## src/inc/meter_cmd_consts.vh

```
`ifndef METER_CMD_CONSTS_VH
`define METER_CMD_CONSTS_VH
// ----------------------------------------------------------------
// Register byte offsets
// ----------------------------------------------------------------
`define ADDR_CMD        12'h000
`define ADDR_RESP       12'h004
`define ADDR_SETTINGS   12'h008
`define ADDR_IRQ_STAT   12'h00c
`define ADDR_IRQ_MASK   12'h010
`define ADDR_ERR        12'h014
`define ADDR_OPER_EV    12'h018
`define ADDR_QUES_EV    12'h01c
// ----------------------------------------------------------------
// Command opcodes (CMD[7:0]); parameter in CMD[15:8]
// ----------------------------------------------------------------
`define OP_AVG_SET      8'h00
`define OP_AVG_QRY      8'h01
`define OP_ZERO         8'h02
`define OP_AUTO_SET     8'h03
`define OP_AUTO_QRY     8'h04
`define OP_CURR_SET     8'h05
`define OP_CURR_QRY     8'h06
`define OP_SRE_SET      8'h07
`define OP_SRE_QRY      8'h08
`define OP_STB_QRY      8'h09
`define OP_ESE_SET      8'h0a
`define OP_ESE_QRY      8'h0b
`define OP_ESR_QRY      8'h0c
`define OP_OPC          8'h0d
`define OP_RST          8'h0e
`define OP_TST_QRY      8'h0f
`define OP_WAI          8'h10
`define OP_CLS          8'h11
`define OP_IDN_QRY      8'h12
`define OP_RCL_SET      8'h13
`define OP_RCL_QRY      8'h14
// ----------------------------------------------------------------
// Limits and reset values
// ----------------------------------------------------------------
`define AVG_MIN         8'h01
`define AVG_MAX         8'h63
`define PROG_MAX        8'h0f
`define AVG_RST         7'h01
`define AUTO_RST        1'b1
`define CURR_RST        1'b0
`define PROG_RST        4'h0
`define TST_ANSWER      16'h0001
`define CURR_KW_MIN     16'h0000
`define CURR_KW_MAX     16'h0001
// ----------------------------------------------------------------
// Event status, status byte and interrupt bits
// ----------------------------------------------------------------
`define ESR_OPC         0
`define ESR_EXE         4
`define ESR_CMD         5
`define STB_EAV         2
`define STB_ESB         5
`define STB_MSS         6
`define IRQ_ACK         0
`define IRQ_REFUSED     1
`define IRQ_PARAM       2
`define IRQ_ZERO        3
// ----------------------------------------------------------------
// Error codes pushed into the error buffer, and buffer size
// ----------------------------------------------------------------
`define ERR_UNDEF_HDR   8'h01
`define ERR_CONFLICT    8'h02
`define ERR_RANGE       8'h03
`define ERR_DEPTH       4
`define ERR_AW          2
`endif

```

## src/design/meter_command_interpreter.v

```verilog
`default_nettype none
`include "meter_cmd_consts.vh"
// Command interpreter of a resistance meter, driven over APB.
module meter_command_interpreter #(
    parameter [15:0] IDENT_CODE  = 16'h0a5a, // Arbitrary identity value
    parameter [15:0] SERIAL_NUM  = 16'h0001, // Arbitrary serial value
    parameter [15:0] VERSION_NUM = 16'h0100, // Arbitrary version value
    parameter [23:0] CAL_DATE    = 24'h010100 // dd.mm.yy packed as bytes
) (
    input  wire        clk,
    input  wire        sys_rst,
    input  wire        psel,
    input  wire        penable,
    input  wire        pwrite,
    input  wire [11:0] paddr,
    input  wire [31:0] pwdata,
    output wire        pready,
    output reg  [31:0] prdata,
    output reg         pslverr,
    input  wire        cal_mode,
    input  wire        meas_running,
    input  wire        variant_high_amp,
    input  wire [15:0] cal_counter,
    input  wire [7:0]  oper_set,
    input  wire [7:0]  ques_set,
    output reg  [6:0]  avg_count,
    output reg         auto_emf,
    output reg         current_high,
    output reg  [3:0]  program_sel,
    output reg         zero_start,
    output wire        irq
);
    // ------------------------------------------------------------
    // Bus phase decode
    // ------------------------------------------------------------
    wire        setup_ph = psel & ~penable;    // Setup cycle
    wire        acc_done = psel & penable;     // Access completes now
    wire        wr_acc   = acc_done & pwrite;  // Write takes effect
    wire        rd_acc   = acc_done & ~pwrite; // Read completes
    wire        mapped;                         // Address is a register

    assign pready = 1'b1;
    assign mapped = (paddr == `ADDR_CMD) || (paddr == `ADDR_RESP) ||
                    (paddr == `ADDR_SETTINGS) || (paddr == `ADDR_IRQ_STAT) ||
                    (paddr == `ADDR_IRQ_MASK) || (paddr == `ADDR_ERR) ||
                    (paddr == `ADDR_OPER_EV) || (paddr == `ADDR_QUES_EV);

    // ------------------------------------------------------------
    // State registers
    // ------------------------------------------------------------
    reg  [7:0]  sre_q;          // Service request enable
    reg  [7:0]  ese_q;          // Event status enable
    reg  [7:0]  esr_q;          // Standard event status
    reg  [7:0]  oper_q;         // Operation status event
    reg  [7:0]  ques_q;         // Questionable status event
    reg  [15:0] resp_q;         // Last query answer
    reg  [3:0]  irq_stat_q;     // Sticky interrupt events
    reg  [3:0]  irq_mask_q;     // Interrupt enables
    reg  [3:0]  irq_ev;         // Events of this cycle
    reg  [7:0]  esr_ev;         // Event status bits set now
    reg         err_push;       // Log an error now
    reg  [7:0]  err_code;       // Code to log
    wire [7:0]  err_head;       // Oldest error
    wire [2:0]  err_count;      // Errors held
    wire [7:0]  stb;            // Computed status byte
    wire        cmd_wr = wr_acc & (paddr == `ADDR_CMD);
    wire [7:0]  op     = pwdata[7:0];
    wire [7:0]  arg    = pwdata[15:8];
    wire        cls_now = cmd_wr & (op == `OP_CLS);
    wire        err_pop = rd_acc & (paddr == `ADDR_ERR);

    // ------------------------------------------------------------
    // Status byte
    // ------------------------------------------------------------
    assign stb[1:0]       = 2'b00;
    assign stb[`STB_EAV]  = (err_count != 3'd0);
    assign stb[4:3]       = 2'b00;
    assign stb[`STB_ESB]  = |(esr_q & ese_q);
    assign stb[`STB_MSS]  = |({2'b00, stb[`STB_ESB], 2'b00, stb[`STB_EAV], 2'b00} & sre_q);
    assign stb[7]         = 1'b0;

    // ------------------------------------------------------------
    // Command decode: one command per CMD write, fully done in one cycle
    // ------------------------------------------------------------
    always @* begin
        irq_ev   = 4'h0;
        esr_ev   = 8'h00;
        err_push = 1'b0;
        err_code = 8'h00;
        if (cmd_wr) begin
            irq_ev[`IRQ_ACK] = 1'b1;
            case (op)
                `OP_AVG_SET: begin
                    if (cal_mode || meas_running) begin
                        irq_ev[`IRQ_REFUSED] = 1'b1;
                        esr_ev[`ESR_EXE]     = 1'b1;
                        err_push             = 1'b1;
                        err_code             = `ERR_CONFLICT;
                    end else if (arg < `AVG_MIN || arg > `AVG_MAX) begin
                        irq_ev[`IRQ_PARAM] = 1'b1;
                        esr_ev[`ESR_EXE]   = 1'b1;
                        err_push           = 1'b1;
                        err_code           = `ERR_RANGE;
                    end
                end
                `OP_AUTO_SET: begin
                    if (cal_mode || meas_running) begin
                        irq_ev[`IRQ_REFUSED] = 1'b1;
                        esr_ev[`ESR_EXE]     = 1'b1;
                        err_push             = 1'b1;
                        err_code             = `ERR_CONFLICT;
                    end else if (arg > 8'h01) begin
                        irq_ev[`IRQ_PARAM] = 1'b1;
                        esr_ev[`ESR_EXE]   = 1'b1;
                        err_push           = 1'b1;
                        err_code           = `ERR_RANGE;
                    end
                end
                `OP_ZERO: begin
                    if (cal_mode) begin
                        irq_ev[`IRQ_REFUSED] = 1'b1;
                        esr_ev[`ESR_EXE]     = 1'b1;
                        err_push             = 1'b1;
                        err_code             = `ERR_CONFLICT;
                    end else begin
                        irq_ev[`IRQ_ZERO] = 1'b1;
                    end
                end
                `OP_CURR_SET: begin
                    if (cal_mode) begin
                        irq_ev[`IRQ_REFUSED] = 1'b1;
                        esr_ev[`ESR_EXE]     = 1'b1;
                        err_push             = 1'b1;
                        err_code             = `ERR_CONFLICT;
                    end else if (arg > 8'h01) begin
                        irq_ev[`IRQ_PARAM] = 1'b1;
                        esr_ev[`ESR_EXE]   = 1'b1;
                        err_push           = 1'b1;
                        err_code           = `ERR_RANGE;
                    end
                end
                `OP_RCL_SET: begin
                    if (arg > `PROG_MAX) begin
                        irq_ev[`IRQ_PARAM] = 1'b1;
                        esr_ev[`ESR_EXE]   = 1'b1;
                        err_push           = 1'b1;
                        err_code           = `ERR_RANGE;
                    end
                end
                // Accepted opcodes with no error path
                `OP_AVG_QRY, `OP_AUTO_QRY, `OP_CURR_QRY, `OP_SRE_SET,
                `OP_SRE_QRY, `OP_STB_QRY, `OP_ESE_SET, `OP_ESE_QRY,
                `OP_ESR_QRY, `OP_OPC, `OP_RST, `OP_TST_QRY, `OP_WAI,
                `OP_CLS, `OP_IDN_QRY, `OP_RCL_QRY: begin
                    err_push = 1'b0;
                end
                // Unknown command header
                default: begin
                    irq_ev[`IRQ_REFUSED] = 1'b1;
                    esr_ev[`ESR_CMD]     = 1'b1;
                    err_push             = 1'b1;
                    err_code             = `ERR_UNDEF_HDR;
                end
            endcase
        end
    end

    // ------------------------------------------------------------
    // Error buffer
    // ------------------------------------------------------------
    error_buffer u_err (
        .clk       (clk),
        .sys_rst   (sys_rst),
        .push      (err_push),
        .push_code (err_code),
        .pop       (err_pop),
        .clear     (cls_now),
        .head_code (err_head),
        .count     (err_count)
    );

    // ------------------------------------------------------------
    // Measurement settings
    // ------------------------------------------------------------
    always @(posedge clk) begin
        if (sys_rst) begin
            avg_count    <= `AVG_RST;
            auto_emf     <= `AUTO_RST;
            current_high <= `CURR_RST;
            program_sel  <= `PROG_RST;
        end else if (cmd_wr && op == `OP_RST) begin
            avg_count    <= `AVG_RST;
            auto_emf     <= `AUTO_RST;
            current_high <= `CURR_RST;
            program_sel  <= `PROG_RST;
        end else if (cmd_wr && !irq_ev[`IRQ_REFUSED] && !irq_ev[`IRQ_PARAM]) begin
            case (op)
                `OP_AVG_SET:  avg_count    <= arg[6:0];
                `OP_AUTO_SET: auto_emf     <= arg[0];
                `OP_CURR_SET: current_high <= arg[0];
                `OP_RCL_SET:  program_sel  <= arg[3:0];
                default:      program_sel  <= program_sel;
            endcase
        end
    end

    // Zero-offset start pulse, one cycle
    always @(posedge clk) begin
        if (sys_rst) begin
            zero_start <= 1'b0;
        end else begin
            zero_start <= irq_ev[`IRQ_ZERO];
        end
    end

    // ------------------------------------------------------------
    // Enable registers
    // ------------------------------------------------------------
    always @(posedge clk) begin
        if (sys_rst) begin
            sre_q <= 8'h00;
            ese_q <= 8'h00;
        end else if (cmd_wr) begin
            if (op == `OP_SRE_SET) sre_q <= arg;
            if (op == `OP_ESE_SET) ese_q <= arg;
        end
    end

    // ------------------------------------------------------------
    // Event registers: set wins over clear
    // ------------------------------------------------------------
    always @(posedge clk) begin
        if (sys_rst) begin
            esr_q  <= 8'h00;
            oper_q <= 8'h00;
            ques_q <= 8'h00;
        end else begin
            // Event status cleared by clear or by being read out
            if (cls_now || (cmd_wr && op == `OP_ESR_QRY)) begin
                esr_q <= esr_ev;
            end else begin
                esr_q <= esr_q | esr_ev;
            end
            oper_q <= (cls_now ? 8'h00 : oper_q) | oper_set;
            ques_q <= (cls_now ? 8'h00 : ques_q) | ques_set;
        end
    end

    // ------------------------------------------------------------
    // Query answers
    // ------------------------------------------------------------
    always @(posedge clk) begin
        if (sys_rst) begin
            resp_q <= 16'h0000;
        end else if (cmd_wr) begin
            case (op)
                `OP_AVG_QRY:  resp_q <= {9'h000, avg_count};
                `OP_AUTO_QRY: resp_q <= {15'h0000, auto_emf};
                `OP_CURR_QRY: resp_q <= current_high ? `CURR_KW_MAX
                                                     : `CURR_KW_MIN;
                `OP_SRE_QRY:  resp_q <= {8'h00, sre_q};
                `OP_STB_QRY:  resp_q <= {8'h00, stb};
                `OP_ESE_QRY:  resp_q <= {8'h00, ese_q};
                `OP_ESR_QRY:  resp_q <= {8'h00, esr_q};
                `OP_TST_QRY:  resp_q <= `TST_ANSWER;
                `OP_RCL_QRY:  resp_q <= {12'h000, program_sel};
                `OP_IDN_QRY: begin
                    // Field chosen by parameter, in answer order
                    case (arg)
                        8'h00:   resp_q <= IDENT_CODE;
                        8'h01:   resp_q <= {15'h0000, variant_high_amp};
                        8'h02:   resp_q <= SERIAL_NUM;
                        8'h03:   resp_q <= VERSION_NUM;
                        8'h04:   resp_q <= CAL_DATE[23:8];
                        8'h05:   resp_q <= cal_counter;
                        8'h06:   resp_q <= {8'h00, CAL_DATE[7:0]};
                        default: resp_q <= 16'h0000;
                    endcase
                end
                // OPC and WAI are recognised and leave the answer untouched
                default:      resp_q <= resp_q;
            endcase
        end
    end

    // ------------------------------------------------------------
    // Interrupt status and mask
    // ------------------------------------------------------------
    always @(posedge clk) begin
        if (sys_rst) begin
            irq_stat_q <= 4'h0;
            irq_mask_q <= 4'h0;
        end else begin
            if (wr_acc && paddr == `ADDR_IRQ_STAT) begin
                irq_stat_q <= (irq_stat_q & ~pwdata[3:0]) | irq_ev;
            end else begin
                irq_stat_q <= irq_stat_q | irq_ev;
            end
            if (wr_acc && paddr == `ADDR_IRQ_MASK) begin
                irq_mask_q <= pwdata[3:0];
            end
        end
    end

    assign irq = |(irq_stat_q & irq_mask_q);

    // ------------------------------------------------------------
    // Read data and error, captured in the setup cycle
    // ------------------------------------------------------------
    always @(posedge clk) begin
        if (sys_rst) begin
            prdata  <= 32'h0000_0000;
            pslverr <= 1'b0;
        end else if (setup_ph) begin
            pslverr <= ~mapped;
            prdata  <= 32'h0000_0000;
            if (!pwrite) begin
                case (paddr)
                    `ADDR_RESP:     prdata <= {16'h0000, resp_q};
                    `ADDR_SETTINGS: prdata <= {16'h0000, program_sel, 2'b00,
                                               current_high, auto_emf,
                                               1'b0, avg_count};
                    `ADDR_IRQ_STAT: prdata <= {28'h0000000, irq_stat_q};
                    `ADDR_IRQ_MASK: prdata <= {28'h0000000, irq_mask_q};
                    `ADDR_ERR:      prdata <= {13'h0000, err_count, 8'h00,
                                               err_head};
                    `ADDR_OPER_EV:  prdata <= {24'h000000, oper_q};
                    `ADDR_QUES_EV:  prdata <= {24'h000000, ques_q};
                    default:        prdata <= 32'h0000_0000;
                endcase
            end
        end
    end
endmodule // meter_command_interpreter
`default_nettype wire

```

## src/design/error_buffer.v

```verilog
`default_nettype none
`include "meter_cmd_consts.vh"
// Error buffer: oldest-first queue of error codes in flip-flops.
// A push into a full buffer drops the new entry.
module error_buffer (
    input  wire       clk,
    input  wire       sys_rst,
    input  wire       push,
    input  wire [7:0] push_code,
    input  wire       pop,
    input  wire       clear,
    output wire [7:0] head_code,
    output wire [2:0] count
);
    // ------------------------------------------------------------
    // Storage and pointers
    // ------------------------------------------------------------
    reg  [7:0]           mem_q [0:`ERR_DEPTH-1]; // Entries
    reg  [`ERR_AW-1:0]   wr_q;                   // Write index
    reg  [`ERR_AW-1:0]   rd_q;                   // Read index
    reg  [2:0]           cnt_q;                  // Fill level
    wire                 full  = (cnt_q == 3'd4);
    wire                 empty = (cnt_q == 3'd0);
    wire                 do_push = push & ~full;
    wire                 do_pop  = pop & ~empty;
    genvar               i;

    // Entry registers, one per slot
    generate
        for (i = 0; i < `ERR_DEPTH; i = i + 1) begin : g_slot
            always @(posedge clk) begin
                if (sys_rst) begin
                    mem_q[i] <= 8'h00;
                end else if (do_push && (wr_q == i)) begin
                    mem_q[i] <= push_code;
                end
            end
        end
    endgenerate

    // Pointers; clear empties the buffer
    always @(posedge clk) begin
        if (sys_rst || clear) begin
            wr_q  <= {`ERR_AW{1'b0}};
            rd_q  <= {`ERR_AW{1'b0}};
            cnt_q <= 3'd0;
        end else begin
            if (do_push) wr_q <= wr_q + 1'b1;
            if (do_pop)  rd_q <= rd_q + 1'b1;
            cnt_q <= cnt_q + {2'b00, do_push} - {2'b00, do_pop};
        end
    end

    assign head_code = empty ? 8'h00 : mem_q[rd_q];
    assign count     = cnt_q;
endmodule // error_buffer
`default_nettype wire

```

## config.mk

```make
export PLATFORM = sky130hd
export DESIGN_NAME = meter_command_interpreter
export DESIGN_NICKNAME = d
export VERILOG_FILES = /design/src/design/meter_command_interpreter.v /design/src/design/error_buffer.v
export VERILOG_INCLUDE_DIRS = /design/src /design/src/inc
export SDC_FILE = /design/constraint.sdc
export NUM_CORES = 1
export LEC_CHECK = 0
export ABC_AREA = 1
export ABC_CLOCK_PERIOD_IN_PS = 3900
export BUFFER_PORTS_ARGS = -buffer_cell sky130_fd_sc_hd__buf_2
export CAP_MARGIN = 40
export CORE_MARGIN = 2
export CORE_UTILIZATION = 45
export DETAILED_ROUTE_END_ITERATION = 8
export PLACE_DENSITY = 0.67
export SLEW_MARGIN = 20
export SYNTH_ARGS = -nofsm -noshare
export SYNTH_HDL_FRONTEND = slang
export SYNTH_HIERARCHICAL = 1
export SYNTH_SLANG_ARGS = --single-unit
```

## constraint.sdc

```tcl
create_clock -name clk -period 3.9 [get_ports clk]
set_input_delay 0.39 -clock clk [delete_from_list [all_inputs] [get_ports clk]]
set_output_delay 0.39 -clock clk [all_outputs]
set_load 0.05 [all_outputs]
```

Word-level counts from Yosys, hierarchy flattened
Memories as Yosys holds them, arrays and structs flattened. A register that Yosys moved wholly into a read port is not among the register bits.
Cells that the tools add are included.
{ "word_totals": {"reg_bits": 118, "latch_bits": 0, "ramBits": 32, "romBits": 0, "output_inout_bits": 49, "n_memories": 1} }
{ "classes": {"add_sub_neg": 4, "multipliers": 0, "div_mod_pow": 0, "order_cmp": 4, "n_eq_ne": 36, "n_shift": 0, "muxes": 60, "bitwise_logic": 28, "reduce_logical": 47} }
{ "memory_table": {"columns": ["memory", "words", "width", "read_ports", "rd_clocked_by_memory_dff", "write_ports", "line_no", "text"], "rows": [
  ["u_err.mem_q", 4, 8, 1, 1, 4, "error_buffer.v:18", "reg [7:0] mem_q [0:`ERR_DEPTH-1];"]
]} }
{ "op_table": {"columns": ["operator", "count"], "rows": [
  ["case mux 16 bit (10 select lines)", 1],
  ["case mux 19 bit (7 select lines)", 1],
  ["case mux 16 bit (6 select lines)", 1],
  ["two-way mux 8 bit", 10],
  ["equality test 8 x 4 -> 1 bit, second input constant", 8],
  ["equality test 12 x 5 -> 1 bit, second input constant", 4],
  ["equality test 8 x 3 -> 1 bit, second input constant", 6],
  ["case mux 8 bit (6 select lines)", 1],
  ["equality test 8 x 5 -> 1 bit, second input constant", 5],
  ["equality test 8 x 2 -> 1 bit, second input constant", 4],
  ["two-way mux 1 bit", 30],
  ["equality test 12 x 4 -> 1 bit, second input constant", 2],
  ["OR reduction 21 bit", 1],
  ["two-way mux 19 bit", 1],
  ["OR reduction 17 bit", 1],
  ["equality test 8 x 1 -> 1 bit, second input constant", 2],
  ["zero test 8 bit", 2],
  ["two-way mux 2 bit", 8],
  ["OR 8 bit", 2],
  ["OR reduction 16 bit", 1],
  ["OR reduction 8 bit", 2],
  ["AND reduction 2 bit", 7],
  ["equality test 12 x 3 -> 1 bit, second input constant", 1],
  ["zero test 12 bit", 1],
  ["34 further kinds", 77]
]} }

Logic depth before layout (Yosys ltp)
{ "logic_depth": {"ltp_word": 12, "ltp_mapped": 20, "mapped_depth_nobuf": 19} }

By module
The synthesis kept the hierarchy.
{ "modules_own_cells": {"columns": ["module", "instances", "cells_each", "area_per_inst_um2", "seq_area_each_um2"], "rows": [
  ["meter_command_interpreter", 1, 764, 4967.3, 1841.8],
  ["error_buffer", 1, 242, 2058.2, 1141.1]
]} }

Worst setup path after synthesis
OpenSTA, ideal clock, no wires.
{ "synth_timing": {"kind": "input port to flip-flop", "startpoint": "in paddr[1]", "endpoint": "reg u_err.cnt_q[2] (netlist: u_err/count[2])", "setup_time_ns": 0.115, "t_arrival_ns": 2.753, "t_required_ns": 3.785, "slack_ns": 1.032, "path_stages": 15, "path_buffers": 2, "cell_sequence": "or2_1 -> nor3_1 -> nand2_1 -> nor2_2 -> buf_4 -> nand4_1 -> nand2_1 -> buf_2 -> nand2_1 -> ha_1 -> inv_1 -> ha_1 -> fa_1 -> a21oi_1 -> nor2_1"} }
{ "synth_via": {"elab_chain_len": 6} }
{ "synth_lines": {"columns": ["element", "line_no", "text"], "rows": [
  ["start, declared", "meter_command_interpreter.v:15", "input wire [11:0] paddr,"],
  ["zero test 12 bit (no line)", null, null],
  ["bitwise AND 1 bit", "meter_command_interpreter.v:66", "wire cmd_wr = wr_acc & (paddr == `ADDR_CMD);"],
  ["two-way mux 1 bit", "meter_command_interpreter.v:90", "if (cmd_wr) begin"],
  ["via err_push", "meter_command_interpreter.v:61", "reg err_push;"],
  ["bitwise AND 1 bit", "error_buffer.v:24", "wire do_push = push & ~full;"],
  ["adder 3 x 1 -> 3 bit", "error_buffer.v:50", "cnt_q <= cnt_q + {2'b00, do_push} - {2'b00, do_pop};"],
  ["subtractor 3 x 1 -> 3 bit", "error_buffer.v:50", null],
  ["end signal, assigned", "error_buffer.v:50", null],
  ["end, declared", "error_buffer.v:21", "reg [2:0] cnt_q;"]
]} }
The timed path passes the listed nets, and every way through them passes these cells.
A chain may end at the register's enable or synchronous reset.

Worst setup path after layout
{ "layout_timing": {"startpoint": "in pwdata[5]", "endpoint": "reg u_err.cnt_q[2] (netlist: u_err/count[2])"} }
{ "layout_via": {"elab_chain_len": 7} }
{ "layout_lines": {"columns": ["element", "line_no", "text"], "rows": [
  ["start, declared", "meter_command_interpreter.v:16", "input wire [31:0] pwdata,"],
  ["equality test 8 x 5 -> 1 bit (tied with other cells)", "meter_command_interpreter.v:92", "case (op)"],
  ["OR reduction 16 bit", null, null],
  ["case mux 1 bit (6 select lines) *", "meter_command_interpreter.v:92", null],
  ["two-way mux 1 bit *", "meter_command_interpreter.v:90", null],
  ["via err_push", "meter_command_interpreter.v:61", null],
  ["bitwise AND 1 bit *", "error_buffer.v:24", null],
  ["adder 3 x 1 -> 3 bit *", "error_buffer.v:50", null],
  ["subtractor 3 x 1 -> 3 bit *", "error_buffer.v:50", null]
]} }
The timed path passes the listed nets; every way through them passes the cells marked *.

==> results.toml <==
[status]
outcome = "finished, final reports clean"

[global_routing]
use_met2_pct = 38.9
busiest_layer = "met2"
antenna_found_initial = 0
grt_use_total_pct = 24.9
grt_max_degree = 51
use_met3_pct = 6.36
grt_remaining_overflow = 0
use_met1_pct = 33.7
grt_first_pass_wirelength_mm = 31.9
grt_pass1_vias = 6342

[clocking]
ctsLongestPathBuffers = 2
htreeDepth = 4
postCtsHoldBufs = 0
clock-sinks = 133
numCtsBuffers = 17
cts_setup_buffers = 0
cts-root-buf = "clkbuf_16"
cts_resized = 0
cts_tree = "built"
clkTransAtPathRegs_ps = 60
insertion_delay_ps = 430

[placed_design]
port-buffer-count = 102
gp_congestion = 0.960
placed_cells = 1276
dp_hpwl_mm = 14.9
dpl_cell_area_um2 = 7610

[detailed_routing]
drc_errors = 0
dr.pass1.iters = 5
wl_per_cell_um = 15.4
ant_nets = 0
num_vias = 6877
via_per_inst = 5.26
wl_mm = 20.1
drtIter0Drc = 626

[timing]
fin_crit_sh_pct = 69.9
setup_tns_ps = 0
final-setup-viol-count = 0
post-route-min-period_ps = 2730
skew_ps = 10.7
rsz0062_at_grt = "false"
slew_violations = 0
slew_headroom_pct = 53.0
worst_pin_slew_ps = 704
max_freq_mhz = 367
hold_viol_final = 0

[final_layout]
multi_input_area_um2 = 3300
seqCellArea_um2 = 2980
fillCellCount = 1521
area_growth_pct = 17.2
finalInstanceArea_um2 = 8240
final_common_cell = "nand2_1"
num_antenna_cells = 0
final_cell_mix = "nand2_1, nor2_1, inv_1, a21oi_1, buf_2"
drive_above_1_share_pct = 15.7
final_cells = 1308
nets = 1198

[die]
die_h_um = 129
start_util_pct = 46.2
die_x_um = 129
die_area_um2 = 16600
row_count = 45
pin_count = 133
core_um2 = 15200

[power]
ir_drop_mv = 0.313
switching_power_mw = 0.764
p_total_mw = 3.30
swShare_pct = 23.1
power-per-cell-area_nw_per_um2 = 401
comb_power_share_pct = 5.9
leakagePower_nw = 3.61
p_int_mw = 2.54
clock_power_share_pct = 50.4
seqPwrFrac_pct = 43.7

[yosys]
synth_flop_cell = "dfxtp_1"
synth_seq_cells = 133
yosysTopAreaCell = "dfxtp_1"
ys_seq_area_share_pct = 42.5
synth.distinct_cells = 39
synth_edf_count = 32
yosysWarningCount = 6
post_synth.cell_area_avg_um2 = 6.98
synth_top_area_share_pct = 28.8
yosys-top-cells-area = "dfxtp_1, edfxtp_1, nand2_1, a21oi_1, nor2_1"
netlist_area_um2 = 7030
async_flop_share_pct = 0
postSynthCellCount = 1006

[setup_path]
crit_path_end_kind = "flop"
critPathLaunchType = "input pin"
path_class = "input pin to flop"
path_max_fanout = 18
arrival_ps = 3050
required_ps = 4220

[hold_path]
hold_class = "input pin to flop"

[job]
maxCapViolCount = 0
## area by class of cell
cell class	instances	area share, %
Tap cell	188	2.86
Multi-Input combinational cell	706	40.0
Clock inverter	10	1.40
Timing Repair Buffer	112	7.11
Clock buffer	22	6.15
Sequential cell	133	36.2
Inverter	137	6.24
## power by group through the flow
stage	clock network, mW	registers (mW)	logic, mW
floorplan	0	1.47	0.128
global placement	0	1.47	0.191
detailed placement	0	1.47	0.193
CTS	1.68	1.44	0.193
global route	1.75	1.45	0.217
finish	1.66	1.44	0.196
## layer usage
layer | wire (um) | up-vias
li1 | - | 3439
met1 | 9300 | 3134
met5 | 0 | -
met2 | 9010 | 270
met4 | 435 | 0
met3 | 1360 | 34
## worst max-delay path, stage by stage
cell and delay (ps):
buf_2 120, nor2_2 140, nand2_2 220, nor2_4 430, o21ai_1 130, nand3_1 90
nand3b_1 110, nand2_1 100, nand2_1 120, nand2_1 80, ha_1 320, inv_1 40
ha_1 180, fa_1 380, a21oi_1 140, nor2_1 60
## path summary, 6_finish.rpt
path | startpoint | end | slack [ps] | cells after the start
setup / recovery | pwdata[5] | u_err/count[2]$_SDFF_PP0_ | 1170 | 16
hold / removal | ques_set[1] | ques_q[1]$_SDFF_PP0_ | 170 | 3
setup reg to reg | u_err/count[1]$_SDFF_PP0_ | u_err/count[1]$_SDFF_PP0_ | 1560 | 10
hold reg to reg | resp_q[12]$_SDFFE_PP0P_ | resp_q[12]$_SDFFE_PP0P_ | 460 | 2
## registers in the layout, summed over array words and instances, names as in the netlist, 7 cells and up, named ones only
register	count
u_err/mem_q	32
prdata	19
resp_q	16
ese_q	8
oper_q	8
ques_q	8
sre_q	8
avg_count	7
## metrics by stage
| stage | utilization [%] | hold WS, ps | setup WS (ps) |
|---|---|---|---|
| after CTS | 54.2 | 158 | 1210 |
| after floorplan | - | 425 | 1030 |
| after global placement | 50.0 | 435 | 799 |
| after detailed placement | 50.1 | 446 | 769 |
| final | 54.2 | 169 | 1170 |
| after global routing | 54.2 | 168 | 920 |
## cell families after synthesis
group                      Yosys count  share of synthesized area (%)
AOI/OAI and AO/OA                  182                           13.6
buffers and inverters              185                           11.6
other                                2                          0.107
adders and majority gates            7                           1.35
and+or+nand+nor                    497                           30.9
DFF                                133                           42.5
## cells in the mapped netlist, types with 5 or more instances
cell type	instances
nand2_1	222
nor2_1	131
inv_1	121
a21oi_1	110
dfxtp_1	101
nand3_1	93
o21ai_0	46
edfxtp_1	32
buf_4	18
nand4_1	18
clkbuf_1	14
buf_2	11
inv_2	11
nor2_2	8
a211oi_1	7
o21ai_1	7
ha_1	6
nor2_4	6
buf_6	5
clkinv_1	5
nor3_1	5
o22ai_1	5
Note: power is estimated with default switching activity, not from simulation.
